File: config.mk
export PLATFORM = sky130hd
export DESIGN_NAME = cac_charge_counters
export DESIGN_NICKNAME = d
export VERILOG_FILES = /design/src/rtl/cac_pkg.sv /design/src/rtl/cac_charge_counters.sv
export SDC_FILE = /design/constraint.sdc
export NUM_CORES = 1
export LEC_CHECK = 0
export BUFFER_PORTS_ARGS = -buffer_cell sky130_fd_sc_hd__buf_2
export CAP_MARGIN = 25
export CORE_ASPECT_RATIO = 1.25
export CORE_MARGIN = 10
export CORE_UTILIZATION = 36
export DETAILED_ROUTE_END_ITERATION = 8
export PLACE_DENSITY = 0.56
export SYNTH_ARGS = -nofsm -noshare
export SYNTH_HDL_FRONTEND = slang
export SYNTH_SLANG_ARGS = --single-unit
File: constraint.sdc
create_clock -name sys_clk -period 3.6 [get_ports sys_clk]
set_input_delay 0.18 -clock sys_clk [delete_from_list [all_inputs] [get_ports sys_clk]]
set_output_delay 0.18 -clock sys_clk [all_outputs]
set_load 0.03 [all_outputs]
File: src/rtl/cac_pkg.sv
// constants and types for the charge accounting counters
package cac_pkg;
    localparam int          CAC_CNT_W        = 16;
    localparam int          CAC_BYTE_W       = 8;
    localparam logic [15:0] CAC_ZERO         = 16'h0000;
    localparam logic [15:0] CAC_SAT_MAX      = 16'hffff;
    localparam logic [7:0]  CAC_BYTE_ZERO    = 8'h00;
    localparam logic [12:0] CAC_SD_LIMIT     = 13'h1000;
    // three-level strap codes
    localparam logic [1:0]  CAC_STRAP_LOW    = 2'h0;
    localparam logic [1:0]  CAC_STRAP_FLOAT  = 2'h1;
    localparam logic [1:0]  CAC_STRAP_HIGH   = 2'h2;
    // full count table, index = strap1*3 + strap2 (low=0, float=1, high=2)
    localparam logic [15:0] CAC_PFC_LL = 16'h5800;
    localparam logic [15:0] CAC_PFC_LZ = 16'h6400;
    localparam logic [15:0] CAC_PFC_LH = 16'h6c00;
    localparam logic [15:0] CAC_PFC_ZL = 16'h7800;
    localparam logic [15:0] CAC_PFC_ZZ = 16'h8400;
    localparam logic [15:0] CAC_PFC_ZH = 16'h9000;
    localparam logic [15:0] CAC_PFC_HL = 16'ha000;
    localparam logic [15:0] CAC_PFC_HZ = 16'hb000;
    localparam logic [15:0] CAC_PFC_HH = 16'hc000;
    // scale codes 0..5 = 1/80,1/160,1/320,1/640,1/1280,1/2560
    localparam logic [2:0]  CAC_SCALE_80     = 3'h0;
    localparam logic [2:0]  CAC_SCALE_640    = 3'h3;
    localparam logic [2:0]  CAC_SCALE_STEP   = 3'h1;
    // self-discharge rate codes
    localparam logic [1:0]  CAC_SD_OFF       = 2'h0;
    localparam logic [1:0]  CAC_SD_DIV64     = 2'h1;
    localparam logic [1:0]  CAC_SD_DIV47     = 2'h2;

    typedef enum logic [2:0] {
        CAC_ST_FULL_WAIT = 3'b001,
        CAC_ST_DISCHARGE = 3'b010,
        CAC_ST_EMPTY     = 3'b100
    } cac_learn_type;
endpackage
File: src/rtl/cac_charge_counters.sv
// coulomb counting core: available charge, discharge count, capacity
//
// Summary of operation
// - charge adds, discharge and self-discharge subtract
// - counts arrive already compensated by front end
// - capacity learned only after clean full-empty discharge
// - init sets capacity to strap full count
// - before learning, charge stops at full count
// - sixteen-bit counter; high-byte carry flags valid charge
// - low byte cleared on down-to-up direction change
// - step size per increment set by scale
// - straps one and two select nine full counts
// - straps three and four select count scale
// - display strap sets led policy
// - available charge saturates at capacity, floor zero
// - counter cleared on init and valid charge after early-empty
// - discharge counter runs on until early-empty threshold
// - self-discharge feeds discharge counter only above zero
// - discharge counter clears at full, saturates ffff
// - qualified discharge copied to capacity on next charge
// - valid-discharge flag tracks qualification
// - charge window follows sense above charge threshold
// - charge counts scale with sense; display on
// - self-discharge strap selects rate or disables
// - empty flags latch until next valid charge
`timescale 1ns/1ps
`default_nettype none
module cac_charge_counters #(
    parameter int STEP_LOG_MAX = 3
) (
    input  wire logic                       sys_clk,
    input  wire logic                       rst_b,
    input  wire logic [1:0]                 strap_input_1,
    input  wire logic [1:0]                 strap_input_2,
    input  wire logic [1:0]                 strap_input_3,
    input  wire logic [1:0]                 strap_input_4,
    input  wire logic [1:0]                 strap_input_5,
    input  wire logic [1:0]                 display_control_strap,
    input  wire logic                       charge_pulse,
    input  wire logic                       discharge_pulse,
    input  wire logic                       self_discharge_pulse,
    input  wire logic                       charge_active,
    input  wire logic                       fast_discharge,
    input  wire logic                       early_empty_cross,
    input  wire logic                       end_voltage_cross,
    input  wire logic                       temp_below_zero,
    output logic [cac_pkg::CAC_CNT_W-1:0]   available_charge_count,
    output logic [cac_pkg::CAC_CNT_W-1:0]   discharge_counter,
    output logic [cac_pkg::CAC_CNT_W-1:0]   learned_capacity,
    output logic [cac_pkg::CAC_CNT_W-1:0]   programmed_full_count,
    output logic [2:0]                      scale_select,
    output logic [1:0]                      self_discharge_rate,
    output logic                            valid_charge_pulse,
    output logic                            valid_discharge_flag,
    output logic                            early_empty_flag,
    output logic                            end_voltage_flag,
    output logic                            led_enable
);
    import cac_pkg::*;

    logic        rst_meta_reg;
    logic        rst_sync_reg;
    logic        init_done_reg;
    logic [15:0] nac_reg;
    logic [15:0] nac_next;
    logic [15:0] dcr_reg;
    logic [15:0] lmd_reg;
    logic [15:0] pfc_reg;
    logic [2:0]  scale_reg;
    logic [1:0]  sdr_reg;
    logic        learned_reg;
    logic        dir_up_reg;
    logic        vc_reg;
    logic        vdq_reg;
    logic        early_empty_flag_reg;
    logic        edv_reg;
    logic        led_reg;
    logic [12:0] sd_cnt_reg;
    logic        clear_on_vc_reg;
    cac_learn_type learn_reg;
    logic        carry;
    logic        up_step;
    logic        down_step;
    logic [16:0] step;
    logic [15:0] ceiling;
    logic        sd_on;
    logic        at_full;
    logic        dcr_count;

    function automatic logic [3:0] strap_idx(input logic [1:0] s);
        return (s == CAC_STRAP_HIGH) ? 4'h2 :
               (s == CAC_STRAP_FLOAT) ? 4'h1 : 4'h0;
    endfunction

    function automatic logic [15:0] pfc_lookup(input logic [1:0] a,
                                               input logic [1:0] b);
        logic [3:0] i;
        i = 4'((strap_idx(a) * 4'h3) + strap_idx(b));
        unique case (i)
            4'h0:    return CAC_PFC_LL;
            4'h1:    return CAC_PFC_LZ;
            4'h2:    return CAC_PFC_LH;
            4'h3:    return CAC_PFC_ZL;
            4'h4:    return CAC_PFC_ZZ;
            4'h5:    return CAC_PFC_ZH;
            4'h6:    return CAC_PFC_HL;
            4'h7:    return CAC_PFC_HZ;
            default: return CAC_PFC_HH;
        endcase
    endfunction

    // reset release through two flops
    always_ff @(posedge sys_clk or negedge rst_b) begin
        if (!rst_b) begin
            rst_meta_reg <= 1'b0;
            rst_sync_reg <= 1'b0;
        end else begin
            rst_meta_reg <= 1'b1;
            rst_sync_reg <= rst_meta_reg;
        end
    end

    // straps caught once after reset release
    always_ff @(posedge sys_clk or negedge rst_sync_reg) begin
        if (!rst_sync_reg) begin
            init_done_reg <= 1'b0;
            pfc_reg       <= CAC_ZERO;
            scale_reg     <= CAC_SCALE_80;
            sdr_reg       <= CAC_SD_OFF;
        end else if (!init_done_reg) begin
            init_done_reg <= 1'b1;
            pfc_reg <= pfc_lookup(strap_input_1, strap_input_2);
            scale_reg <= 3'(((strap_input_4 == CAC_STRAP_FLOAT) ?
                             CAC_SCALE_640 : CAC_SCALE_80) +
                            ((strap_input_3 == CAC_STRAP_HIGH) ? 3'h0 :
                             (strap_input_3 == CAC_STRAP_FLOAT) ?
                             CAC_SCALE_STEP : 3'h2));
            sdr_reg <= (strap_input_5 == CAC_STRAP_HIGH) ? CAC_SD_OFF :
                       (strap_input_5 == CAC_STRAP_FLOAT) ? CAC_SD_DIV64 :
                       CAC_SD_DIV47;
        end
    end

    // step size grows with finer scale, capped
    always_comb begin
        step = 17'h00002 << ((scale_reg > 3'(STEP_LOG_MAX)) ?
                             3'(STEP_LOG_MAX) : scale_reg);
        ceiling = learned_reg ? lmd_reg : pfc_reg;
        at_full = (nac_reg == ceiling);
        // strap high drops self-discharge counts entirely
        sd_on   = (sdr_reg != CAC_SD_OFF);
        up_step   = charge_pulse && charge_active && init_done_reg;
        down_step = (discharge_pulse || (self_discharge_pulse && sd_on)) &&
                    !up_step && init_done_reg;
        // once empty, only real discharge still adds to the count
        dcr_count = init_done_reg &&
                    (discharge_pulse ||
                     (self_discharge_pulse && sd_on &&
                      nac_reg != CAC_ZERO));
        carry     = 1'b0;
        nac_next  = nac_reg;
        if (up_step) begin
            // low byte restarts when direction turns up
            nac_next = dir_up_reg ? nac_reg : {nac_reg[15:8], CAC_BYTE_ZERO};
            if ({1'b0, nac_next} + step >= {1'b0, ceiling}) begin
                nac_next = ceiling;
            end else begin
                nac_next = 16'({1'b0, nac_next} + step);
            end
            carry = nac_next[15:8] > nac_reg[15:8];
        end else if (down_step) begin
            nac_next = ({1'b0, nac_reg} > step) ?
                       16'({1'b0, nac_reg} - step) : CAC_ZERO;
        end
    end

    // available charge counter
    always_ff @(posedge sys_clk or negedge rst_sync_reg) begin
        if (!rst_sync_reg) begin
            nac_reg    <= CAC_ZERO;
            dir_up_reg <= 1'b0;
            vc_reg     <= 1'b0;
        end else begin
            vc_reg <= carry;
            if (carry && clear_on_vc_reg) begin
                nac_reg <= CAC_ZERO;
            end else begin
                nac_reg <= nac_next;
            end
            if (up_step) begin
                dir_up_reg <= 1'b1;
            end else if (down_step) begin
                dir_up_reg <= 1'b0;
            end
        end
    end

    // empty flags latch until valid charge
    always_ff @(posedge sys_clk or negedge rst_sync_reg) begin
        if (!rst_sync_reg) begin
            early_empty_flag_reg        <= 1'b0;
            clear_on_vc_reg <= 1'b0;
        end else begin
            early_empty_flag_reg <= early_empty_cross || (early_empty_flag_reg && !carry);
            // remembers the crossing until the clearing charge
            clear_on_vc_reg <= early_empty_cross ||
                               (clear_on_vc_reg && !carry);
        end
    end

    // final empty flag, set wins over the valid-charge clear
    always_ff @(posedge sys_clk or negedge rst_sync_reg) begin
        if (!rst_sync_reg) begin
            edv_reg <= 1'b0;
        end else begin
            edv_reg <= end_voltage_cross || (edv_reg && !carry);
        end
    end

    // discharge counter
    always_ff @(posedge sys_clk or negedge rst_sync_reg) begin
        if (!rst_sync_reg) begin
            dcr_reg <= CAC_ZERO;
        end else if (at_full && init_done_reg) begin
            // a count taken at full still lands, so none is lost
            if (dcr_count && !early_empty_flag_reg) begin
                dcr_reg <= 16'h0001;
            end else begin
                dcr_reg <= CAC_ZERO;
            end
        end else if (!early_empty_flag_reg && dcr_reg != CAC_SAT_MAX && dcr_count) begin
            dcr_reg <= dcr_reg + 16'h0001;
        end
    end

    // qualification and capacity learning
    always_ff @(posedge sys_clk or negedge rst_sync_reg) begin
        if (!rst_sync_reg) begin
            learn_reg   <= CAC_ST_FULL_WAIT;
            vdq_reg     <= 1'b0;
            sd_cnt_reg  <= 13'h0000;
            lmd_reg     <= CAC_ZERO;
            learned_reg <= 1'b0;
        end else if (!init_done_reg) begin
            lmd_reg <= pfc_lookup(strap_input_1, strap_input_2);
        end else begin
            unique case (learn_reg)
                CAC_ST_FULL_WAIT: begin
                    if (at_full) begin
                        learn_reg  <= CAC_ST_DISCHARGE;
                        vdq_reg    <= 1'b1;
                        sd_cnt_reg <= 13'h0000;
                    end
                end
                CAC_ST_DISCHARGE: begin
                    // only enabled self-discharge counts weigh here, even those that drain nothing
                    if (self_discharge_pulse && sd_on &&
                        sd_cnt_reg != 13'h1fff) begin
                        sd_cnt_reg <= sd_cnt_reg + 13'h0001;
                    end
                    if (carry || sd_cnt_reg > CAC_SD_LIMIT) begin
                        vdq_reg   <= 1'b0;
                        learn_reg <= CAC_ST_FULL_WAIT;
                    end else if (early_empty_cross) begin
                        vdq_reg   <= !temp_below_zero;
                        learn_reg <= CAC_ST_EMPTY;
                    end
                end
                CAC_ST_EMPTY: begin
                    if (up_step) begin
                        if (vdq_reg) begin
                            lmd_reg     <= dcr_reg;
                            learned_reg <= 1'b1;
                        end
                        vdq_reg   <= 1'b0;
                        learn_reg <= CAC_ST_FULL_WAIT;
                    end
                end
            endcase
        end
    end

    // led policy
    always_ff @(posedge sys_clk or negedge rst_sync_reg) begin
        if (!rst_sync_reg) begin
            led_reg <= 1'b0;
        end else begin
            led_reg <= (display_control_strap == CAC_STRAP_LOW) ||
                       (display_control_strap == CAC_STRAP_FLOAT &&
                        (charge_active || fast_discharge));
        end
    end

    assign available_charge_count = nac_reg;
    assign discharge_counter      = dcr_reg;
    assign learned_capacity       = lmd_reg;
    assign programmed_full_count  = pfc_reg;
    assign scale_select           = scale_reg;
    assign self_discharge_rate    = sdr_reg;
    assign valid_charge_pulse     = vc_reg;
    assign valid_discharge_flag   = vdq_reg;
    assign early_empty_flag       = early_empty_flag_reg;
    assign end_voltage_flag       = edv_reg;
    assign led_enable             = led_reg;
endmodule
`default_nettype wire

After elaboration in Yosys (flattened, before gate mapping):

Memory sizes are Yosys's and may differ from the RTL's.
Cells that the tools add are included.

* multiply operators: 1
* multiplexer cells: 43
* equality and inequality tests: 23
* shifts and indexed selects: 1
* $lt $le $gt $ge: 5
* reduce and logical (&&, ||, !) cells: 40
* $add $sub $neg: 6

Operators by type and width (count)
* $mux 16: 15
* $mux 13: 2
* $pmux 13 s2: 1
* $add 16x17->17: 1
* $ge 17x16->1: 1
* $gt 16x17->1: 1
* $logic_and 1x1->1: 17
* $shl 2x3->17 const A: 1
* $add 16x1->16 const B: 1
* $eq 16x16->1: 1
* $ne 16x16->1 const B: 1
* $reduce_bool 16->1: 1
* $sub 16x16->16: 1
* $mux 3: 5
* $mux 2: 7
* $add 13x1->13 const B: 1
* $gt 13x13->1 const B: 1
* $ne 13x13->1 const B: 1
* $eq 2x1->1 const B: 6
* $reduce_and 4->1: 3
* $mux 1: 10
* $pmux 3 s3: 1
* $eq 2x2->1 const B: 4
* $gt 8x8->1: 1
* other kinds (18): 35

* bits in read-only memories: 96
* logic and storage cells: 140
* output and inout bits: 74
* bits in registers: 96
* bits of input ports: 22
* memories kept: 2

Memory list
* (name not given): depth 8, width 6, rd ports 1, clocked after memory_dff 0, write ports 0, line cac_charge_counters.sv:99 `unique case (i)`
* (name not given): depth 8, width 6, rd ports 1, clocked after memory_dff 0, write ports 0, line cac_charge_counters.sv:99

Depth between registers and ports, before layout:

Gate-level depths: netlist of the first run.

* depth in word-level cells: 12
* mapped depth: 27
* gate-level depth less buffers: 26

Worst setup path after synthesis of the first run:

OpenSTA, ideal clock, no wires.

* path kind: reg-to-reg
* start point: register scale_reg[2], in the netlist scale_select[2]
* end point: register nac_reg[7], in the netlist available_charge_count[7]
* arrival: 5561 ps
* setup slack: -2077 ps
* required time: 3484 ps
* cell stages (with the launch flop): 28
* period minus slack after synthesis: 5677 ps
* library setup time: 116 ps
* buffers on the path: 2
* cell sequence: dfrtp_1 -> or3_1 -> inv_1 -> ha_1 -> fa_1 -> a21o_1 -> a21o_1 -> a32o_1 -> nand3_1 -> xnor2_1 -> inv_1 -> ha_1 -> nand2_1 -> nor3_1 -> a221oi_1 -> o211ai_1 -> a31oi_1 -> buf_2 -> mux2i_1 -> ha_1 -> a21oi_1 -> o21ai_0 -> o31ai_1 -> nor2_1 -> a21oi_1 -> clkbuf_1 -> nand3_1 -> o311ai_0

* longest elaborated chain between the ends: 11
* elaborated cells on any way between the ends: 17
* classes of those cells: add/sub: 2; order compare: 4; shift: 1; mux: 8; reduce/logical: 2

Ends and longest elaborated chain
* from (decl): line cac_charge_counters.sv:69 `logic [2:0] scale_reg;`
* from (signal assigned): line cac_charge_counters.sv:133 `scale_reg <= 3'(((strap_input_4 == CAC_STRAP_FLOAT) ?`
* $gt 3x2->1: line cac_charge_counters.sv:146 `step = 17'h00002 << ((scale_reg > 3'(STEP_LOG_MAX)) ?`
* $mux 3 (*): line cac_charge_counters.sv:146
* $shl 2x3->17 (*): line cac_charge_counters.sv:146
* $add 16x17->17: line cac_charge_counters.sv:168 `nac_next = 16'({1'b0, nac_next} + step);`
* $ge 17x16->1: line cac_charge_counters.sv:165 `if ({1'b0, nac_next} + step >= {1'b0, ceiling}) begin`
* $mux 16: line cac_charge_counters.sv:165
* $mux 16: line cac_charge_counters.sv:162 `if (up_step) begin`
* $gt 8x8->1: line cac_charge_counters.sv:170 `carry = nac_next[15:8] > nac_reg[15:8];`
* $mux 1: line cac_charge_counters.sv:162
* $logic_and 1x1->1: line cac_charge_counters.sv:185 `if (carry && clear_on_vc_reg) begin`
* $reduce_bool 3->1 (no source line) or $mux 16 (tied branches)
* to (signal assigned): line cac_charge_counters.sv:188 `nac_reg <= nac_next;`
* to (decl): line cac_charge_counters.sv:64 `logic [15:0] nac_reg;`

Mark *: on every way between the ends. The rest lies on a longest branch, timed or not. The select of a mux whose other input is x is not followed.
A chain may end at the register's enable or synchronous reset.

Final worst setup path of the first run:

* start point: register scale_reg[2], in the netlist scale_select[2]
* end point: register vdq_reg, in the netlist valid_discharge_flag

* longest elaborated chain between the ends: 12
* elaborated cells on any way between the ends: 14
* classes of those cells: add/sub: 1; order compare: 3; eq/ne: 1; shift: 1; mux: 6; reduce/logical: 2

Ends and longest elaborated chain
* $gt 3x2->1: line cac_charge_counters.sv:146
* $mux 3 (*): line cac_charge_counters.sv:146
* $shl 2x3->17 (*): line cac_charge_counters.sv:146
* $add 16x17->17 (*): line cac_charge_counters.sv:168
* $ge 17x16->1: line cac_charge_counters.sv:165
* $mux 16 (*): line cac_charge_counters.sv:165
* $mux 16 (*): line cac_charge_counters.sv:162
* $gt 8x8->1 (*): line cac_charge_counters.sv:170
* $mux 1 (*): line cac_charge_counters.sv:162
* $logic_or 1x1->1 (*): line cac_charge_counters.sv:261 `if (carry || sd_cnt_reg > CAC_SD_LIMIT) begin`
* $ne 3x3->1 (no source line) or $mux 1 (tied branches)
* $reduce_and 4->1 (no source line) or $pmux 1 s3 (tied branches)
* to (signal assigned): line cac_charge_counters.sv:265 `vdq_reg <= !temp_below_zero;`
* to (decl): line cac_charge_counters.sv:74 `logic vdq_reg;`

Marks and branches as above.

==> results of run 1 <==
## layout by cell type, fill, tap and decap left out, types with 10 or more instances in the layout
cell     synthesis  layout
a21o_1          14      13
a21oi_1         48      39
buf_2            6      85
buf_4           11     132
buf_6            5      10
conb_1           2      14
dfrtp_1         85      80
ha_1            49      40
inv_1           43      36
nand2_1         76      71
nand3_1         28      24
nand4_1         11      11
nor2_1          55      53
nor2b_1         14      14
nor3_1          28      24
o21ai_0         31      24
o31ai_1         20      18
xnor2_1         29      24
## area by class of cell
class | instances | area share [%]
flip-flops and latches | 86 | 24.5
clock inverters | 4 | 0.624
repair buffers | 230 | 17.7
inverters | 44 | 1.90
multi-input cells | 574 | 49.5
well taps | 224 | 3.18
clock buffers | 12 | 2.68
## kinds of logic after synthesis
logic type	count (synthesis)
compound gates	175
xor+xnor	38
simple gates	268
flops	86
mux	26
other cells	2
buf+inv	82
fa+ha+maj	52
## per-stage QoR
step	cells	instance area [sq um]	util, %	setup TNS (ns)
finish	1174	8820	50.4	-38.49
global route	1174	8820	50.4	-43.95
CTS	1171	8670	49.5	-37.67
detailed placement	1141	7970	45.6	-40.44
global placement	1141	7970	45.6	-38.95
floorplan	741	6540	-	-34.31
## worst min-delay path, stage by stage
cell	delay (ns)
buf_2	0.08
nor3b_1	0.04
nor2_1	0.07
## report_power, final
part | switching [mW] | leakage (nW) | internal, mW
clock network | 0.404 | 0.138 | 0.544
logic | 2.65 | 2.86 | 2.19
registers | 0.185 | 1.09 | 1.16
total | 3.23 | 4.08 | 3.89
## per-layer routing
metal | vias to the layer above | global-route usage (%) | wire length (um)
met2 | 127 | 29.2 | 10200
met5 | - | 0 | 0
met3 | 29 | 2.74 | 714
met4 | 0 | 5.09 | 440
met1 | 2918 | 19.7 | 8610
li1 | 3037 | - | -
## path summary, 6_finish.rpt
path | to | cells past startpoint
min reg2reg | rst_sync_reg | 0
min in group asynchronous | rst_sync_reg | 2
min | led_enable | 3
max | valid_discharge_flag | 26
max in group asynchronous | learned_capacity[9] | 1
max reg2reg | valid_discharge_flag | 26
## what timing repair did
action | 4_1_cts | 5_1_grt
hold buffers | 3 | 0
gates cloned | 1 | 0
pin swaps | 39 | 27
endpoints found under the hold margin | 4 | 0
setup endpoints to repair | 24 | 24
setup buffers | 10 | 5
resized for setup | 58 | 31
==> flow_metrics.py, run 1 <==
metrics = {
    "run_status": {
        "status": "finished, violations left",
        "violations": "setup timing",
    },
    "cts": {
        "path_clk_slew_ns": 0.07,
        "clk_latency_ns": 0.35,
        "numCtsBuffers": 9,
        "cts.sinks": 86,
        "htree_levels": 3,
        "tritoncts": "yes",
        "clockRootBuffer": "clkbuf_16",
        "max-clock-path-buffers": 2,
    },
    "setup_path": {
        "cp_top_family": "compound AO/OA/AOI/OAI gates",
        "crit_path_frequent_cell": "o211ai_1",
        "cp_num_buf_inv": 5,
        "cp.arrival_ns": 5.55,
        "start_kind": "register",
        "rrSetupSlack_ns": -1.71,
        "cp.required_ns": 3.84,
        "crit_type": "register to register",
        "worstReg2RegStart": "scale_select[2]",
        "cp_slowest_cell": "dfrtp_2",
        "path_max_fanout": 5,
        "critPathMaxStageDelay_ns": 0.43,
        "critPathCaptureType": "register",
        "cp-startpoint": "scale_select[2]",
    },
    "sta": {
        "fin_ws_ns": -1.71,
        "post-route-period-util_pct": 148,
        "skew_ns": 0.0139,
        "max_freq_ghz": 0.188,
        "slew_violations": 0,
        "worst_pin_slew_ns": 1.00,
        "report.final.hold_viol_count": 0,
        "relSlewSlack_pct": 32.3,
        "fin_crit_ns": 5.31,
        "grt_setup_unrepaired": "yes",
        "setup-violations-final": 24,
        "whs_ns": 0.0495,
    },
    "yosys": {
        "synth.cell_area_sq_um": 6400,
        "synth-seq-cells": 86,
        "synthAdderAreaFrac_pct": 10.5,
        "syn_inst": 729,
        "yosysMostFrequentCell": "dfrtp_1",
        "yosysSeqAreaShare_pct": 33.6,
        "synth_top_area_share_pct": 33.2,
        "synth_top_area_cell": "dfrtp_1",
        "synth.distinct_cells": 77,
        "synth-simple-area-share_pct": 21.3,
        "synth_area_leaders": "dfrtp_1, ha_1, nand2_1, xnor2_1, a21oi_1",
        "synth_top_family_by_area": "simple AND/OR/NAND/NOR gates",
        "synth_compound_area_share_pct": 18.5,
        "yosys-top-cells-count": "dfrtp_1, nand2_1, nor2_1",
        "synthFlopType": "dfrtp_1",
        "avgSynthCellArea_sq_um": 8.78,
        "async_reset_ff_share_pct": 100,
        "synth_xor_area_share_pct": 5.20,
        "synth_edf_count": 0,
        "muxShareOfSynthArea_pct": 4.53,
        "yosys_warnings": 0,
    },
    "routing": {
        "drc": 0,
        "vias_per_cell": 5.21,
        "drt_iter0_markers": 278,
        "vias": 6111,
        "drt_first_pass_iters": 4,
        "wl_um": 20000,
        "wl_per_cell_um": 17.0,
        "postRouteAntennaNets": 0,
    },
    "floorplan": {
        "initial_utilization_pct": 36.6,
        "core-area_sq_um": 17500,
        "rows": 54,
        "die_area_sq_um": 23600,
        "die_y_um": 169,
        "fp.dieW_um": 139,
        "ioPinCount": 96,
    },
    "placement": {
        "dp_hpwl_um": 15400,
        "gp_congestion": 0.898,
        "place_ws_ns": -1.82,
        "io_buffers": 85,
    },
    "cells_and_area": {
        "multi_input_area_sq_um": 4360,
        "nFillCells": 1671,
        "finalNetCount": 1019,
        "ff_latch_area_sq_um": 2160,
        "drive_above_1_share_pct": 36.0,
        "diodes": 0,
        "area_growth_pct": 37.8,
    },
    "global_routing": {
        "track_usage_pct": 16.4,
        "first_global_vias": 6122,
        "overflow": 0,
        "grt_max_degree": 66,
        "grt_pass1_wl_um": 32000,
        "antenna_found_initial": 0,
    },
    "power_and_ir_drop": {
        "power.density_nw_per_um2": 807,
        "power_mw": 7.13,
        "ir_drop_v": 0.000334,
        "p_leak_nw": 4.08,
    },
    "min_path": {
        "min_from": "fast_discharge",
        "min_path_type": "primary input to register",
    },
    "flow_run": {
        "maxCapViolations": 0,
    },
}
(Power assumes the default switching activity.)
==> inputs of run 2 (changes only) <==
==> constraint.sdc (replaced) <==
create_clock -name sys_clk -period 5.1 [get_ports sys_clk]
set_input_delay 0.255 -clock sys_clk [delete_from_list [all_inputs] [get_ports sys_clk]]
set_output_delay 0.255 -clock sys_clk [all_outputs]
set_load 0.03 [all_outputs]
==> run 2 against run 1 <==
Effect of this change:
- the flow still finishes with violations (setup timing)
- clock power fell by 32%
- critical path depth is 2 higher
- sequential share of layout area increased by 2.3 points
- via count down 4.2%
- largest power group unchanged
- highest routed layer unchanged
==> flow_metrics.py, run 2 (synthesis gave the netlist of run 1 again) <==
metrics = {
    "run_status": {
        "status": "finished, violations left",
        "violations": "setup timing",
    },
    "setup_path": {
        "cp-startpoint": "scale_select[0]",
        "crit_type": "register to register",
        "cp_slowest_cell": "dfrtp_2",
        "path_max_fanout": 13,
        "critPathCaptureType": "register",
        "worstReg2RegStart": "scale_select[0]",
        "cp.required_ns": 5.38,
        "start_kind": "register",
        "critPathMaxStageDelay_ns": 0.43,
        "cp.arrival_ns": 5.61,
    },
    "routing": {
        "wl_um": 19500,
        "routed.top_layer": "met4",
        "wl_per_cell_um": 17.9,
        "drt_iter0_markers": 273,
        "met2WireLength_um": 9990,
        "postRouteAntennaNets": 0,
        "drt_first_pass_iters": 4,
        "vias_per_cell": 5.37,
        "wl_met1_um": 8250,
        "drc": 0,
        "routed-wl-met3_um": 877,
        "vias": 5856,
    },
    "sta": {
        "post-route-period-util_pct": 104,
        "skew_ns": 0.0201,
        "fin_ws_ns": -0.228,
        "relSlewSlack_pct": 35.9,
        "fin_crit_ns": 5.33,
        "worst_pin_slew_ns": 0.955,
        "grt_setup_unrepaired": "yes",
        "report.final.hold_viol_count": 0,
        "slew_violations": 0,
        "setup-violations-final": 24,
        "max_freq_ghz": 0.188,
    },
    "global_routing": {
        "overflow": 0,
        "first_global_vias": 5858,
        "antenna_found_initial": 0,
        "grt_max_degree": 47,
        "track_usage_pct": 15.9,
        "grt_pass1_wl_um": 30600,
    },
    "cells_and_area": {
        "finalNetCount": 936,
        "layout_commonest_cell": "buf_2",
        "drive_above_1_share_pct": 28.4,
        "diodes": 0,
        "final_cells": 1091,
        "stdcell_area_sq_um": 8070,
        "final_cell_mix": "buf_2, dfrtp_1, nand2_1",
        "area_growth_pct": 26.1,
    },
    "cts": {
        "htree_levels": 3,
        "clk_latency_ns": 0.36,
        "tritoncts": "yes",
        "numCtsBuffers": 9,
        "clockRootBuffer": "clkbuf_16",
        "path_clk_slew_ns": 0.08,
        "max-clock-path-buffers": 2,
        "cts.sinks": 86,
    },
    "power_and_ir_drop": {
        "power.switching_mw": 2.14,
        "power.density_nw_per_um2": 563,
        "clkPwrFrac_pct": 14.1,
        "switching_share_pct": 47.2,
        "p_int_mw": 2.40,
        "p_leak_nw": 3.66,
        "combPwrFrac_pct": 64.1,
        "ir_drop_v": 0.000207,
        "seq_power_share_pct": 21.8,
    },
    "flow_run": {
        "maxCapViolations": 0,
    },
    "floorplan": {
        "ioPinCount": 96,
        "fp.dieW_um": 139,
        "core-area_sq_um": 17500,
        "die_area_sq_um": 23600,
        "rows": 54,
        "die_y_um": 169,
        "initial_utilization_pct": 36.6,
    },
    "min_path": {
        "min_from": "display_control_strap[1]",
        "min_path_type": "primary input to register",
    },
    "placement": {
        "gp_congestion": 0.846,
        "dp_hpwl_um": 14900,
        "io_buffers": 85,
        "place_inst": 1063,
        "placed_cell_area_sq_um": 7420,
    },
}
## run 2: area by class of cell
cell class                 instances  area (sq um)
fill                            1682          9430
multi-input combinational        573          4240
sequential                        86          2160
timing repair buffer             148           945
tap                              224           280
clock buffer                       9           225
inverter                          44           168
clock inverter                     7          55.1
## run 2: what timing repair did
item                                   4_1_cts  5_1_grt
pin swaps                                   21       31
endpoints found under the hold margin        2        0
setup buffers                                6        7
setup endpoints to repair                   23       24
hold buffers                                 1        0
resized for setup                           22       34
## run 2: path summary, 6_finish.rpt
| path | to | slack (ns) | cells after the start |
|---|---|---|---|
| max | available_charge_count[0] | -0.23 | 28 |
| min | led_enable | 0.03 | 2 |
| max reg2reg | available_charge_count[0] | -0.23 | 28 |
| min reg2reg | programmed_full_count[12] | 0.09 | 0 |
| max in group asynchronous | scale_select[0] | 4.06 | 2 |
| min in group asynchronous | programmed_full_count[12] | 0.09 | 0 |
## run 2: through the flow
stage	TNS [ns]	setup slack (ns)	hold slack (ns)	power [mW]	util, %
2_1_floorplan	-0.356	-0.140	-0.0406	2.73	-
3_3_place_gp	-2.86	-0.208	0.0407	3.51	42.2
3_5_place_dp	-4.47	-0.308	0.0420	3.52	42.4
4_1_cts	-1.11	-0.116	0.0169	4.31	44.8
5_1_grt	-7.99	-0.436	0.0209	4.89	46.1
6_report	-3.16	-0.228	0.0268	4.55	46.1
## run 2: worst max-delay path, delay by kind of cell (launching register included)
kind            cells  cell delay [ns]
xor+xnor            1             0.17
flops               1             0.43
buf+inv             5             0.61
mux                 1             0.26
simple gates        5             0.75
compound gates     12             2.06
fa+ha+maj           4             0.97
## run 2: power by group through the flow
stage / Clock (mW) / Sequential (mW) / Combinational [mW]
2_1_floorplan: 0 / 1.18 / 1.55
3_3_place_gp: 0 / 0.999 / 2.51
3_5_place_dp: 0 / 1.00 / 2.52
4_1_cts: 0.656 / 0.989 / 2.66
5_1_grt: 0.687 / 1.01 / 3.18
6_report: 0.640 / 0.992 / 2.91
## run 2: per-layer routing
layer | up-vias | GRT usage [%]
met5 | - | 0
met4 | 0 | 5.41
met3 | 23 | 3.50
met2 | 103 | 28.1
met1 | 2861 | 18.5
li1 | 2869 | -
==> inputs of run 3 (changes only) <==
--- a/config.mk
+++ b/config.mk
@@ -11,7 +11,6 @@
 export CORE_MARGIN = 10
 export CORE_UTILIZATION = 36
 export DETAILED_ROUTE_END_ITERATION = 8
-export PLACE_DENSITY = 0.56
 export SYNTH_ARGS = -nofsm -noshare
 export SYNTH_HDL_FRONTEND = slang
 export SYNTH_SLANG_ARGS = --single-unit
==> constraint.sdc (replaced) <==
create_clock -name sys_clk -period 5.7 [get_ports sys_clk]
set_input_delay 0.285 -clock sys_clk [delete_from_list [all_inputs] [get_ports sys_clk]]
set_output_delay 0.285 -clock sys_clk [all_outputs]
set_load 0.03 [all_outputs]
==> run 3 against run 2 <==
Effect of this change:
- the run now ends clean
- power fell by 16%
- register-to-register slack improved by 0.44 ns
- first-iteration DRC count rose by 13%
- flip-flop and latch count did not move
- combinational power fell by 22%
- clock power fell by 4.5%
- cell count fell by 2.9%
- die area did not move
- global-route usage fell by 0.78 points
- clock-buffer cell count rose by 2
- critical path depth did not move
- largest cell class unchanged
==> flow_metrics.py, run 3 (synthesis gave the netlist of run 1 again) <==
metrics = {
    "setup_path": {
        "crit_path_frequent_cell": "buf_4",
        "critPathMaxStageDelay_ns": 0.44,
        "start_kind": "register",
        "cp_num_buf_inv": 7,
        "cp.required_ns": 5.96,
        "path_max_fanout": 6,
        "cp_top_family": "compound AO/OA/AOI/OAI gates",
        "cp_slowest_cell": "dfrtp_2",
        "cp.arrival_ns": 5.76,
        "critPathCaptureType": "register",
        "crit_type": "register to register",
        "rrSetupSlack_ns": 0.21,
    },
    "power_and_ir_drop": {
        "clkPwrFrac_pct": 16.0,
        "seq_power_share_pct": 24.4,
        "switching_share_pct": 47.2,
        "combPwrFrac_pct": 59.6,
        "ir_drop_v": 0.000194,
        "power.density_nw_per_um2": 496,
        "p_int_mw": 2.02,
        "power.switching_mw": 1.80,
        "power_mw": 3.82,
        "p_leak_nw": 3.47,
    },
    "floorplan": {
        "fp.dieW_um": 139,
        "die_y_um": 169,
        "initial_utilization_pct": 36.6,
        "die_area_sq_um": 23600,
        "rows": 54,
        "core-area_sq_um": 17500,
        "ioPinCount": 96,
    },
    "cells_and_area": {
        "diodes": 0,
        "utilization_pct": 44.0,
        "final_cells": 1059,
        "area_growth_pct": 20.3,
        "stdcell_area_sq_um": 7700,
        "final_cell_mix": "buf_2, dfrtp_1, nand2_1",
        "layout_commonest_cell": "buf_2",
        "finalNetCount": 904,
        "nFillCells": 1745,
        "drive_above_1_share_pct": 23.0,
    },
    "sta": {
        "post-route-period-util_pct": 96.3,
        "report.final.hold_viol_count": 0,
        "setup-violations-final": 0,
        "max_freq_ghz": 0.182,
        "fin_tns_setup_ns": 0,
        "fin_ws_ns": 0.209,
        "whs_ns": 0.0659,
        "relSlewSlack_pct": 37.0,
        "worst_pin_slew_ns": 0.938,
        "fin_crit_ns": 5.49,
        "skew_ns": 0.0140,
        "slew_violations": 0,
    },
    "routing": {
        "vias_per_cell": 5.44,
        "drt_iter0_markers": 308,
        "drc": 0,
        "wl_um": 18600,
        "wl_per_cell_um": 17.6,
        "drt_first_pass_iters": 5,
        "postRouteAntennaNets": 0,
        "vias": 5761,
    },
    "placement": {
        "placed_cell_area_sq_um": 7070,
        "gp_congestion": 0.818,
        "place_inst": 1030,
        "place_ws_ns": -0.158,
        "io_buffers": 85,
        "dp_hpwl_um": 14000,
    },
    "cts": {
        "tritoncts": "yes",
        "numCtsBuffers": 9,
        "max-clock-path-buffers": 2,
        "clk_latency_ns": 0.36,
        "cts.sinks": 86,
        "path_clk_slew_ns": 0.07,
        "clockRootBuffer": "clkbuf_16",
        "htree_levels": 3,
    },
    "global_routing": {
        "grt_max_degree": 70,
        "antenna_found_initial": 0,
        "first_global_vias": 5662,
        "grt_pass1_wl_um": 29700,
        "overflow": 0,
        "track_usage_pct": 15.1,
    },
    "run_status": {
        "status": "finished clean",
    },
    "flow_run": {
        "maxCapViolations": 0,
    },
    "min_path": {
        "min_path_type": "primary input to register",
    },
}
## run 3: changes by cell type in the layout (fill, tap and decap cells not counted), sizes merged
cell,delta
buf,-32
bufinv,+1
clkbuf,+2
clkinv,-1
clkinvlp,+1
inv,-3
## run 3: worst reg2reg max path: cells and delay by family, from the launching register on
family / cells / cell delay, ns
buffers and inverters: 7 / 0.87
AND/OR/NAND/NOR: 6 / 1.17
XOR/XNOR: 1 / 0.19
flip-flops: 1 / 0.44
AO/OA/AOI/OAI: 10 / 1.84
adder cells (fa/ha/maj): 3 / 0.59
multiplexers: 1 / 0.27
## run 3: cell type report
class	instances	area, sq um	area share, %
Multi-Input combinational cell	573	4130	53.6
Inverter	44	168	2.18
Tap cell	224	280	3.64
Timing Repair Buffer	116	666	8.64
Sequential cell	86	2160	28.0
Clock buffer	11	243	3.15
Clock inverter	5	58.8	0.763
## run 3: power by group through the flow
stage,registers [mW],logic (mW),clock network (mW)
after floorplan,1.06,1.32,0
after detailed placement,0.938,1.97,0
final,0.933,2.28,0.611
after global placement,0.940,1.95,0
after CTS,0.927,2.02,0.622
after global routing,0.957,2.49,0.647
## run 3: path summary, 6_finish.rpt
kind,startpoint,to,cells past startpoint
hold reg to reg,rst_sync_reg,learned_capacity[1],0
setup reg to reg,scale_select[0],available_charge_count[15],28
max in group asynchronous,rst_sync_reg,scale_select[1],1
setup / recovery,scale_select[0],available_charge_count[15],28
min in group asynchronous,rst_sync_reg,learned_capacity[1],0
hold / removal,display_control_strap[1],led_enable,2
## run 3: per-layer routing
layer  vias to the layer above  track usage [%]  wire length (um)
met5                         -                0                 0
met4                         0             5.54               435
met3                        23             2.97               761
met2                       130             26.3              9360
met1                      2792             18.0              8070
li1                       2816                -                 -
## run 3: repair_timing
| action | 4_1_cts | 5_1_grt |
|---|---|---|
| hold buffers | 1 | 0 |
| setup endpoints to repair | 18 | 24 |
| pin swaps | 2 | 24 |
| gates resized for setup | 2 | 50 |
| setup buffers | 3 | 8 |
| hold endpoints to repair | 2 | 0 |
| gates cloned | 0 | 1 |
